===== src/ldfc_pkg.sv =====
// constants, types and timing figures shared by both ends of the dimming/fault link
// assumes a single 50 MHz clock; all link levels are synchronous to it
// Behaviour
// - controller held off below supply lockout, hysteresis
// - startup scan disables strings with grounded feedback
// - scan lasts 4.2ms, boost waits for it
// - string enables fixed by startup scan only
// - standby low turns everything off
// - rate select picks 500, 750, 1000 kHz
// - overvoltage holds boost switch off
// - string sources switch within 10us
// - high feedback over 65ms latches fault
// - direct mode fault time is 65ms/duty
// - analog fault time 65ms, 8.125ms/duty below 12.5%
// - fault latch cleared only by standby toggle
// - analog scales amplitude, pulses below 12.5%
// - loop tracks brightness, updates synchronously
// - direct mode follows brightness at full scale
// - mode select high analog, low direct
// - pulse turn-on aligned to brightness edge
// - strings driven only during converter on-time
// - loop locks only 0.6 to 1 times free-run
// - analog mode brightness 100Hz to 500Hz
// - direct mode up to 2kHz, 50us on-time
// - mode select low pulse relocks loop
package ldfc_pkg;
  // ==========================================================
  // clock and timing
  localparam int unsigned CLK_HZ       = 50_000_000;
  localparam int unsigned SCAN_US      = 4200;
  localparam int unsigned SCAN_CYC     = SCAN_US * (CLK_HZ / 1_000_000);
  localparam int unsigned FAULT_US     = 65000;
  localparam int unsigned FAULT_CYC    = FAULT_US * (CLK_HZ / 1_000_000);
  localparam int unsigned SWITCH_US    = 10;
  localparam int unsigned SWITCH_CYC   = SWITCH_US * (CLK_HZ / 1_000_000);
  localparam int unsigned MIN_ON_US    = 50;
  localparam int unsigned MIN_ON_CYC   = MIN_ON_US * (CLK_HZ / 1_000_000);
  localparam int unsigned TOGGLE_CYC   = 50;
  localparam int unsigned RELOCK_CYC   = 50_000;
  // brightness period limits in cycles
  localparam int unsigned BRT_MIN_HZ   = 100;
  localparam int unsigned BRT_AMAX_HZ  = 500;
  localparam int unsigned BRT_DMAX_HZ  = 2000;
  localparam int unsigned PER_MAX_CYC  = CLK_HZ / BRT_MIN_HZ;
  localparam int unsigned PER_AMIN_CYC = (CLK_HZ + BRT_AMAX_HZ - 1) / BRT_AMAX_HZ;
  localparam int unsigned PER_DMIN_CYC = (CLK_HZ + BRT_DMAX_HZ - 1) / BRT_DMAX_HZ;
  localparam int unsigned PLL_FREE_HZ  = 500;
  // ==========================================================
  // switching rates: period of one boost cycle in clocks
  localparam logic [7:0] SW_PER_500  = 8'(CLK_HZ / 500_000);
  localparam logic [7:0] SW_PER_750  = 8'(CLK_HZ / 750_000);
  localparam logic [7:0] SW_PER_1000 = 8'(CLK_HZ / 1_000_000);
  // ==========================================================
  // amplitude codes and widths
  localparam int unsigned CW         = 20;
  localparam int unsigned STRINGS    = 6;
  localparam logic [7:0]  AMP_FULL   = 8'hFF;
  localparam logic [7:0]  AMP_FLOOR  = 8'h20;
  localparam logic [2:0]  LOW_SHIFT  = 3'h3;
  // ==========================================================
  // types
  typedef enum logic [1:0] {RATE_GND, RATE_OPEN, RATE_VCC, RATE_RSVD} ldfc_rate_e;
  typedef enum logic [1:0] {ST_OFF, ST_SCAN, ST_RUN, ST_FAULT} ldfc_state_e;
endpackage


===== src/ldfc_link_if.sv =====
// link between the brightness/mode host and the driver control logic
// assumes both ends share clk_i; wires are plain levels
`timescale 1ns/10ps
`default_nettype none
interface ldfc_link_if;
  logic standby_control_n;
  logic brightness_pwm_in;
  logic dimming_select;
  logic fault_latched;
  modport dev (input standby_control_n, brightness_pwm_in, dimming_select,
               output fault_latched);
  modport host (output standby_control_n, brightness_pwm_in, dimming_select,
                input fault_latched);
endinterface
`default_nettype wire


===== src/ldfc_device.sv =====
// driver control: startup scan, boost gating, dimming translation, fault latch
// assumes analog comparators are already resolved to synchronous levels
`timescale 1ns/10ps
`default_nettype none
module ldfc_device #(
  parameter int unsigned SCAN_CYC    = ldfc_pkg::SCAN_CYC,
  parameter int unsigned FAULT_CYC   = ldfc_pkg::FAULT_CYC,
  parameter int unsigned PLL_FREE_HZ = ldfc_pkg::PLL_FREE_HZ
) (
  // clock and reset
  input  wire logic                         clk_i,
  input  wire logic                         rst_i,
  // host link
  ldfc_link_if.dev                          link,
  // supply comparators: above rising and falling lockout points
  input  wire logic                         supply_rise_ok_i,
  input  wire logic                         supply_fall_ok_i,
  // string and output sensing
  input  wire logic [ldfc_pkg::STRINGS-1:0] feedback_grounded_i,
  input  wire logic                         highest_feedback_over_i,
  input  wire logic                         overvoltage_sense_i,
  input  wire logic [1:0]                   switch_rate_select_i,
  // power stage controls
  output logic                              boost_switch_o,
  output logic [ldfc_pkg::STRINGS-1:0]      string_enable_o,
  output logic [7:0]                        amplitude_o,
  output logic                              regulator_on_o,
  output logic                              controller_on_o
);
  localparam int unsigned CW = ldfc_pkg::CW;
  localparam int unsigned STRINGS_W = ldfc_pkg::STRINGS;
  localparam logic [23:0] PF_CYC = 24'(ldfc_pkg::CLK_HZ / PLL_FREE_HZ);

  // ==========================================================
  // helpers
  function automatic logic [7:0] rate_period(input logic [1:0] sel);
    if (sel == ldfc_pkg::RATE_GND)
      rate_period = ldfc_pkg::SW_PER_500;
    else if (sel == ldfc_pkg::RATE_OPEN)
      rate_period = ldfc_pkg::SW_PER_750;
    else
      rate_period = ldfc_pkg::SW_PER_1000;
  endfunction

  // capture window 0.6..1 of free-run: P >= PF and 3P <= 5PF
  function automatic logic in_window(input logic [CW-1:0] per);
    in_window = ({4'h0, per} >= PF_CYC) && (26'(per) * 26'd3 <= 26'(PF_CYC) * 26'd5);
  endfunction

  ldfc_pkg::ldfc_state_e state_q;
  logic                  supply_ok_q;
  logic [22:0]           scan_cnt_q;
  logic [22:0]           fault_cnt_q;
  logic [STRINGS_W-1:0]  mask_q;
  logic                  brt_prev_q;
  logic [CW-1:0]         per_cnt_q;
  logic [CW-1:0]         hi_cnt_q;
  logic [CW-1:0]         per_q;
  logic                  locked_q;
  logic                  low_duty_q;
  logic [CW+2:0]         pulse_cnt_q;
  logic [CW:0]           rem_q;
  logic [7:0]            quot_q;
  logic [3:0]            div_cnt_q;
  logic [7:0]            duty_q;
  logic [7:0]            sw_cnt_q;
  logic                  brt_rise;
  logic                  dim_on;
  logic                  run;
  logic                  fault_hit;
  logic [7:0]            sw_per;

  // ==========================================================
  // supply lockout with two-point hysteresis
  always_ff @(posedge clk_i)
  begin
    if (rst_i || !link.standby_control_n)
      supply_ok_q <= 1'b0;
    else if (supply_rise_ok_i)
      supply_ok_q <= 1'b1;
    else if (!supply_fall_ok_i)
      supply_ok_q <= 1'b0;
  end

  // ==========================================================
  // main sequence: off, scan, run, latched fault
  assign run       = (state_q == ldfc_pkg::ST_RUN);
  assign fault_hit = run && dim_on && highest_feedback_over_i
                     && (fault_cnt_q == 23'(FAULT_CYC - 1));

  // standby low is the only exit from a latched fault
  always_ff @(posedge clk_i)
  begin
    if (rst_i || !link.standby_control_n)
      state_q <= ldfc_pkg::ST_OFF;
    else
      case (state_q)
        ldfc_pkg::ST_OFF:
          if (supply_ok_q)
            state_q <= ldfc_pkg::ST_SCAN;
        ldfc_pkg::ST_SCAN:
          if (!supply_ok_q)
            state_q <= ldfc_pkg::ST_OFF;
          else if (scan_cnt_q == 23'(SCAN_CYC - 1))
            state_q <= ldfc_pkg::ST_RUN;
        ldfc_pkg::ST_RUN:
          if (fault_hit)
            state_q <= ldfc_pkg::ST_FAULT;
          else if (!supply_ok_q)
            state_q <= ldfc_pkg::ST_OFF;
        default:
          state_q <= ldfc_pkg::ST_FAULT;
      endcase
  end

  // scan timer and string enable capture
  always_ff @(posedge clk_i)
  begin
    if (rst_i || state_q != ldfc_pkg::ST_SCAN)
      scan_cnt_q <= '0;
    else
      scan_cnt_q <= scan_cnt_q + 23'd1;
  end

  // mask loads only on the scan-to-run step, so later grounding is ignored
  always_ff @(posedge clk_i)
  begin
    if (rst_i)
      mask_q <= '0;
    else if (state_q == ldfc_pkg::ST_SCAN && scan_cnt_q == 23'(SCAN_CYC - 1))
      mask_q <= ~feedback_grounded_i;
  end

  // ==========================================================
  // fault qualification: counts only while sources conduct, so the
  // timeout stretches by 1/duty (direct) or 1/(8*duty) (analog low)
  always_ff @(posedge clk_i)
  begin
    if (rst_i || !run || !highest_feedback_over_i)
      fault_cnt_q <= '0;
    else if (dim_on)
      fault_cnt_q <= fault_cnt_q + 23'd1;
  end

  // ==========================================================
  // brightness measurement: period and high time per cycle
  assign brt_rise = link.brightness_pwm_in && !brt_prev_q;

  always_ff @(posedge clk_i)
  begin
    if (rst_i)
    begin
      brt_prev_q <= 1'b0;
      per_cnt_q  <= '0;
      hi_cnt_q   <= '0;
    end
    else
    begin
      brt_prev_q <= link.brightness_pwm_in;
      if (brt_rise)
      begin
        per_cnt_q <= CW'(1);
        hi_cnt_q  <= CW'(1);
      end
      else
      begin
        if (per_cnt_q != '1)
          per_cnt_q <= per_cnt_q + CW'(1);
        if (link.brightness_pwm_in && hi_cnt_q != '1)
          hi_cnt_q <= hi_cnt_q + CW'(1);
      end
    end
  end

  // tracking loop: lock test on each edge; period latch and duty division only on edges inside the window
  always_ff @(posedge clk_i)
  begin
    if (rst_i || !link.dimming_select)
    begin
      locked_q   <= 1'b0;
      per_q      <= '0;
      low_duty_q <= 1'b0;
    end
    else if (brt_rise)
    begin
      locked_q <= in_window(per_cnt_q);
      if (in_window(per_cnt_q))
      begin
        per_q      <= per_cnt_q;
        low_duty_q <= ({hi_cnt_q, 3'h0} < {3'h0, per_cnt_q});
      end
    end
  end

  // eight-step restoring divide gives duty as an 8-bit fraction;
  // high time is always below the period, a low cycle precedes each rise
  always_ff @(posedge clk_i)
  begin
    if (rst_i)
    begin
      div_cnt_q <= '0;
      rem_q     <= '0;
      quot_q    <= '0;
      duty_q    <= ldfc_pkg::AMP_FULL;
    end
    else if (brt_rise && link.dimming_select && in_window(per_cnt_q))
    begin
      div_cnt_q <= 4'd8;
      rem_q     <= {1'b0, hi_cnt_q};
      quot_q    <= '0;
    end
    else if (div_cnt_q != 4'd0)
    begin
      div_cnt_q <= div_cnt_q - 4'd1;
      if ({rem_q[CW-1:0], 1'b0} >= {1'b0, per_q})
      begin
        rem_q  <= {rem_q[CW-1:0], 1'b0} - {1'b0, per_q};
        quot_q <= {quot_q[6:0], 1'b1};
      end
      else
      begin
        rem_q  <= {rem_q[CW-1:0], 1'b0};
        quot_q <= {quot_q[6:0], 1'b0};
      end
      if (div_cnt_q == 4'd1)
        duty_q <= {quot_q[6:0], ({rem_q[CW-1:0], 1'b0} >= {1'b0, per_q})};
    end
  end

  // low-duty pulse: 8x the high time, started on the brightness edge
  always_ff @(posedge clk_i)
  begin
    if (rst_i)
      pulse_cnt_q <= '0;
    else if (brt_rise)
      pulse_cnt_q <= {hi_cnt_q, 3'h0};
    else if (pulse_cnt_q != '0)
      pulse_cnt_q <= pulse_cnt_q - (CW+3)'(1);
  end

  // conduct window for the strings, per mode
  always_comb
  begin
    if (!link.dimming_select)
      dim_on = link.brightness_pwm_in;
    else if (low_duty_q)
      dim_on = (pulse_cnt_q != '0);
    else
      dim_on = 1'b1;
  end

  // ==========================================================
  // boost switching: rate divider, overvoltage and on-time gating
  assign sw_per = rate_period(switch_rate_select_i);

  always_ff @(posedge clk_i)
  begin
    if (rst_i || !run || sw_cnt_q >= sw_per - 8'd1)
      sw_cnt_q <= '0;
    else
      sw_cnt_q <= sw_cnt_q + 8'd1;
  end

  // outputs registered; a change reaches the pins one clock later,
  // far inside the 10us switching budget
  always_ff @(posedge clk_i)
  begin
    if (rst_i)
    begin
      boost_switch_o  <= 1'b0;
      string_enable_o <= '0;
      amplitude_o     <= '0;
      regulator_on_o  <= 1'b0;
      controller_on_o <= 1'b0;
      link.fault_latched <= 1'b0;
    end
    else
    begin
      boost_switch_o  <= run && dim_on && !overvoltage_sense_i
                         && (sw_cnt_q < (sw_per >> 1));
      string_enable_o <= (run && dim_on) ? mask_q : '0;
      if (!link.standby_control_n)
        amplitude_o <= '0;
      else if (!link.dimming_select)
        amplitude_o <= ldfc_pkg::AMP_FULL;
      else if (low_duty_q)
        amplitude_o <= ldfc_pkg::AMP_FLOOR;
      else
        amplitude_o <= duty_q;
      regulator_on_o  <= link.standby_control_n;
      controller_on_o <= run;
      link.fault_latched <= (state_q == ldfc_pkg::ST_FAULT);
    end
  end
endmodule // ldfc_device
`default_nettype wire


===== src/flat_wrapper.sv =====
// flat-port wrapper written by rule: the top's interface ports become plain ports
module ldfc_device_flat 
#(
  parameter int unsigned SCAN_CYC    = ldfc_pkg::SCAN_CYC,
  parameter int unsigned FAULT_CYC   = ldfc_pkg::FAULT_CYC,
  parameter int unsigned PLL_FREE_HZ = ldfc_pkg::PLL_FREE_HZ
)
  (clk_i, rst_i, supply_rise_ok_i, supply_fall_ok_i, feedback_grounded_i, highest_feedback_over_i, overvoltage_sense_i, switch_rate_select_i, boost_switch_o, string_enable_o, amplitude_o, regulator_on_o, controller_on_o, link_standby_control_n, link_brightness_pwm_in, link_dimming_select, link_fault_latched);
  ldfc_link_if link_i ();
  input  wire logic clk_i;
  input  wire logic rst_i;
  input  wire logic supply_rise_ok_i;
  input  wire logic supply_fall_ok_i;
  input  wire logic [ldfc_pkg::STRINGS-1:0] feedback_grounded_i;
  input  wire logic highest_feedback_over_i;
  input  wire logic overvoltage_sense_i;
  input  wire logic [1:0] switch_rate_select_i;
  output logic boost_switch_o;
  output logic [ldfc_pkg::STRINGS-1:0] string_enable_o;
  output logic [7:0] amplitude_o;
  output logic regulator_on_o;
  output logic controller_on_o;
  input wire logic [$bits(link_i.standby_control_n)-1:0] link_standby_control_n;
  input wire logic [$bits(link_i.brightness_pwm_in)-1:0] link_brightness_pwm_in;
  input wire logic [$bits(link_i.dimming_select)-1:0] link_dimming_select;
  output wire logic [$bits(link_i.fault_latched)-1:0] link_fault_latched;
  assign link_i.standby_control_n = link_standby_control_n;
  assign link_i.brightness_pwm_in = link_brightness_pwm_in;
  assign link_i.dimming_select = link_dimming_select;
  assign link_fault_latched = link_i.fault_latched;
  ldfc_device #(.SCAN_CYC(SCAN_CYC), .FAULT_CYC(FAULT_CYC), .PLL_FREE_HZ(PLL_FREE_HZ)) u_core (.clk_i(clk_i), .rst_i(rst_i), .link(link_i), .supply_rise_ok_i(supply_rise_ok_i), .supply_fall_ok_i(supply_fall_ok_i), .feedback_grounded_i(feedback_grounded_i), .highest_feedback_over_i(highest_feedback_over_i), .overvoltage_sense_i(overvoltage_sense_i), .switch_rate_select_i(switch_rate_select_i), .boost_switch_o(boost_switch_o), .string_enable_o(string_enable_o), .amplitude_o(amplitude_o), .regulator_on_o(regulator_on_o), .controller_on_o(controller_on_o));
endmodule

===== config.mk =====
export PLATFORM = sky130hd
export DESIGN_NAME = ldfc_device_flat
export DESIGN_NICKNAME = d
export VERILOG_FILES = /design/src/ldfc_pkg.sv /design/src/ldfc_link_if.sv /design/src/ldfc_device.sv /design/src/flat_wrapper.sv
export SDC_FILE = /design/constraint.sdc
export NUM_CORES = 1
export LEC_CHECK = 0
export BUFFER_PORTS_ARGS = -buffer_cell sky130_fd_sc_hd__buf_2
export CELL_PAD_IN_SITES_DETAIL_PLACEMENT = 0
export CELL_PAD_IN_SITES_GLOBAL_PLACEMENT = 1
export CORE_AREA = 5 5 177 179
export DETAILED_ROUTE_END_ITERATION = 12
export DIE_AREA = 0 0 182 184
export PLACE_DENSITY_LB_ADDON = 0.08
export REMOVE_ABC_BUFFERS = 1
export SETUP_SLACK_MARGIN = 0.2
export SYNTH_ARGS = -nofsm -noshare
export SYNTH_HDL_FRONTEND = slang
export SYNTH_SLANG_ARGS = --single-unit

===== constraint.sdc =====
create_clock -name clk_i -period 4.76 [get_ports clk_i]
set_clock_uncertainty 0.1 [all_clocks]
set_input_delay 0.952 -clock clk_i [delete_from_list [all_inputs] [get_ports clk_i]]
set_output_delay 0.952 -clock clk_i [all_outputs]
set_load 0.01 [all_outputs]

==> metrics <==
Final Instance Area=13,200 sq um; LEAKAGE=5.32 nW; critical setup path kind=register to register; H-tree depth=1; CTS tree=yes; initial core utilization=40.5%; Initial DRT Pass Iterations=5; GR Util met1=24.7%; Synth Area in Compound Gates=15.6%; worst reg2reg path endpoint=u_core.per_q[1]; register-to-register setup slack=630 ps; layout cells sized above 1=7.68%; clock share of power=31.8%; buffers and inverters on the worst path=2; Buffers on Ports=34; grt met3 use=2.14%; final hold violations=0; yosys warns=0; DP Worst Slack=636 ps; Most Used Layer, Global Route=met2; Slowest Stage Delay on Critical Path=540 ps; mux contribution to synthesized area=4.47%; setup TNS=0 ps; largest family of logic cells by synthesized area=simple AND/OR/NAND/NOR gates; required time of the critical path=5040 ps; highest-count cells in the layout ignoring fill and taps=219 x nor2_1, 205 x dfxtp_1, 87 x ha_1, 84 x inv_1, 75 x a21oi_1; RSZ-0062 raised after global routing=no; Critical R2R Launch=u_core.per_cnt_q[0]; CP cell instances=ha_1, fa_1, a211oi_2, nor3_1, a221oi_2, nand4b_1, and4_1, or4b_4, a22oi_4, buf_4, buf_4, mux2i_1, nor2_1; worst-path fanout max=15; WHS Path Cells=1; Cells after Synth=1,415; distinct cell type count after synthesis=81; CTS Buffer Depth=3; full die area=33,500 sq um; Psw=2.05 mW; Worst setup EP type=register; status=finished, final reports clean; worst-margin pin slew=960 ps; Largest delay share family, worst path=simple AND/OR/NAND/NOR gates; Tcrit/Tclk final=86.8%; final routed DRC violation total=0; root buffer cell=clkbuf_16; HP Class=register to register; top_reg_cell synth=dfxtp_1; Max VDD drop=0.261 mV; die width=182 microns; DPL Wire Length=22.5 mm; Post-Route WL=30.6 mm; Reg power frac=33.2%; post-route minimum period=4130 ps; max-cap violation count=0; Int Pwr=4.05 mW; initial antenna violation count=0; power density over the cells=460 nW/um^2; core region area=29,400 sq um; commonest non-fill, non-tap cell in the layout=nor2_1; final setup vio count=0; maximum clock rate=242 MHz; sequential element share of the synthesized area=34.5%; Synth Area in Adders=9.49%; global route overflow=0; Post-DRT Antenna Nets=0; nets@finish=1,534; io pins=35; # resized after CTS=0; largest net degree at the start of global routing=58; met2 GRT Util=29.3%; first-pass GRT wire length=49.1 mm; Avg WL per Cell=16.7 microns; CP arrival=4410 ps; Synth Area in Simple Gates=22.3%; via-per-instance ratio=5.31; Post-CTS Repair Setup Buffers=0; Hold-fix buffers, CTS=0; Post-synth EDFFs=0; slowest CP cell=or4b_4; vias in the first global route=9,103; Hold Path End=u_core.scan_cnt_q[0]; GRT Total Usage=17.6%; Iteration-0 DRC Markers=508; placed cell area=12,400 sq um; Mean Syn Cell Area=8.41 sq um; Reg clk slew, reported paths=50 ps; XOR/XNOR Fraction of Synth Area=8.76%; worst-skew pair later-pin latency=530 ps; Final Power=6.10 mW; Cell Rows=63; Worst setup SP type=register; GPL Wtd Cong=0.831; Final Core Density=45.1%; Syn-to-layout area delta=11.4%; critical hold path startpoint=u_core.scan_cnt_q[0]; Cell Area, Synth=11,900 sq um; Setup WS post-layout=629 ps; CTS sink cnt=205; overall die height=184 microns; Comb pwr share=35.0%; Num CTS Buffers=25; Vias=9,752; worst r2r path cells=13; Yosys reg bits=205; Max Slew Vio Count=0; switching share of total power=33.6%; Async SR Flop Fraction=0%; Critical Path Most Common Cell=buf_4; diode count=0; Max transition margin=35.8%
## layout make-up
cell class	count	area, sq um
Clock buffer	40	762
Clock inverter	5	90.1
Fill cell	2938	16200
Inverter	84	315
Multi-Input combinational cell	1066	7220
Sequential cell	205	4100
Tap cell	390	488
Timing Repair Buffer	46	273
## Yosys cell counts (all sizes together) (5+ instances only)
cell type,instances,area share (%)
or4,5,0.32
a21o,12,0.76
and3,30,1.7
o21ai,45,1.9
a31o,5,0.37
inv,84,2.7
dfxtp,205,34
nand3b,7,0.44
nand2,68,2.1
or3,21,1.1
nand4,19,1.0
ha,87,9.2
clkbuf,47,1.5
nor2b,15,0.79
nor4,21,1.1
mux2i,52,4.4
o21a,10,0.63
a32o,17,1.4
a22oi,13,0.94
a211o,5,0.37
xor2,57,4.2
nor3,39,1.7
a31oi,13,0.68
a211oi,21,1.4
o31ai,6,0.38
nor3b,5,0.32
nand3,46,1.9
a21oi,76,3.2
nand2b,14,0.74
xnor2,62,4.6
buf,13,0.75
nor2,221,7.2
## stage by stage
step                      hold WS [ps]  instances
after floorplan                    313       1355
after global placement             330       1791
after detailed placement           335       1791
after CTS                          343       1836
after global routing               360       1836
final                              338       1836
## how the worst max path moves through the flow
stage                   startpoint                to  slack, ps  cells past startpoint
6_report       u_core.per_cnt_q[0]   u_core.per_q[1]        630                     13
5_1_grt        u_core.per_cnt_q[0]   u_core.per_q[3]        360                     13
4_1_cts        u_core.per_cnt_q[0]   u_core.per_q[6]        620                     13
3_5_place_dp   u_core.per_cnt_q[0]   u_core.per_q[1]        640                     13
3_3_place_gp   u_core.per_cnt_q[0]   u_core.per_q[0]        730                     13
2_1_floorplan  u_core.per_cnt_q[0]  u_core.rem_q[10]        660                     11
## flip-flops by register name, indices dropped and copies added, names as in the netlist, 4 cells and up
name	flops
u_core.amplitude_o	8
u_core.div_cnt_q	4
u_core.pulse_cnt_q	23
u_core.mask_q	6
u_core.duty_q	8
u_core.scan_cnt_q	23
u_core.fault_cnt_q	23
u_core.per_cnt_q	20
u_core.quot_q	7
u_core.sw_cnt_q	8
u_core.hi_cnt_q	20
u_core.string_enable_o	6
u_core.per_q	20
u_core.rem_q	20
## power groups by stage
stage                     Sequential (mW)  Clock, mW  Combinational, mW
after detailed placement             2.06          0               2.12
after global routing                 2.05       2.08               2.38
final                                2.02       1.94               2.13
after floorplan                      2.02          0               1.67
after global placement               2.06          0               2.12
after CTS                            2.02       2.01               2.13
## layer usage
metal  wire length (microns)  vias up
li1                        -     5034
met1                   15100     4567
met2                   14100      120
met3                     908       31
met4                     535        0
met5                       0        -
## kinds of logic after synthesis
family                     count (synthesis)
DFF                                      205
muxes                                     53
and+or+nand+nor                          536
adders and majority gates                 89
xor gates and xnor gates                 119
other                                      1
buffers and inverters                    144
AOI/OAI and AO/OA                        268
Power figures use the tool's default switching activity.
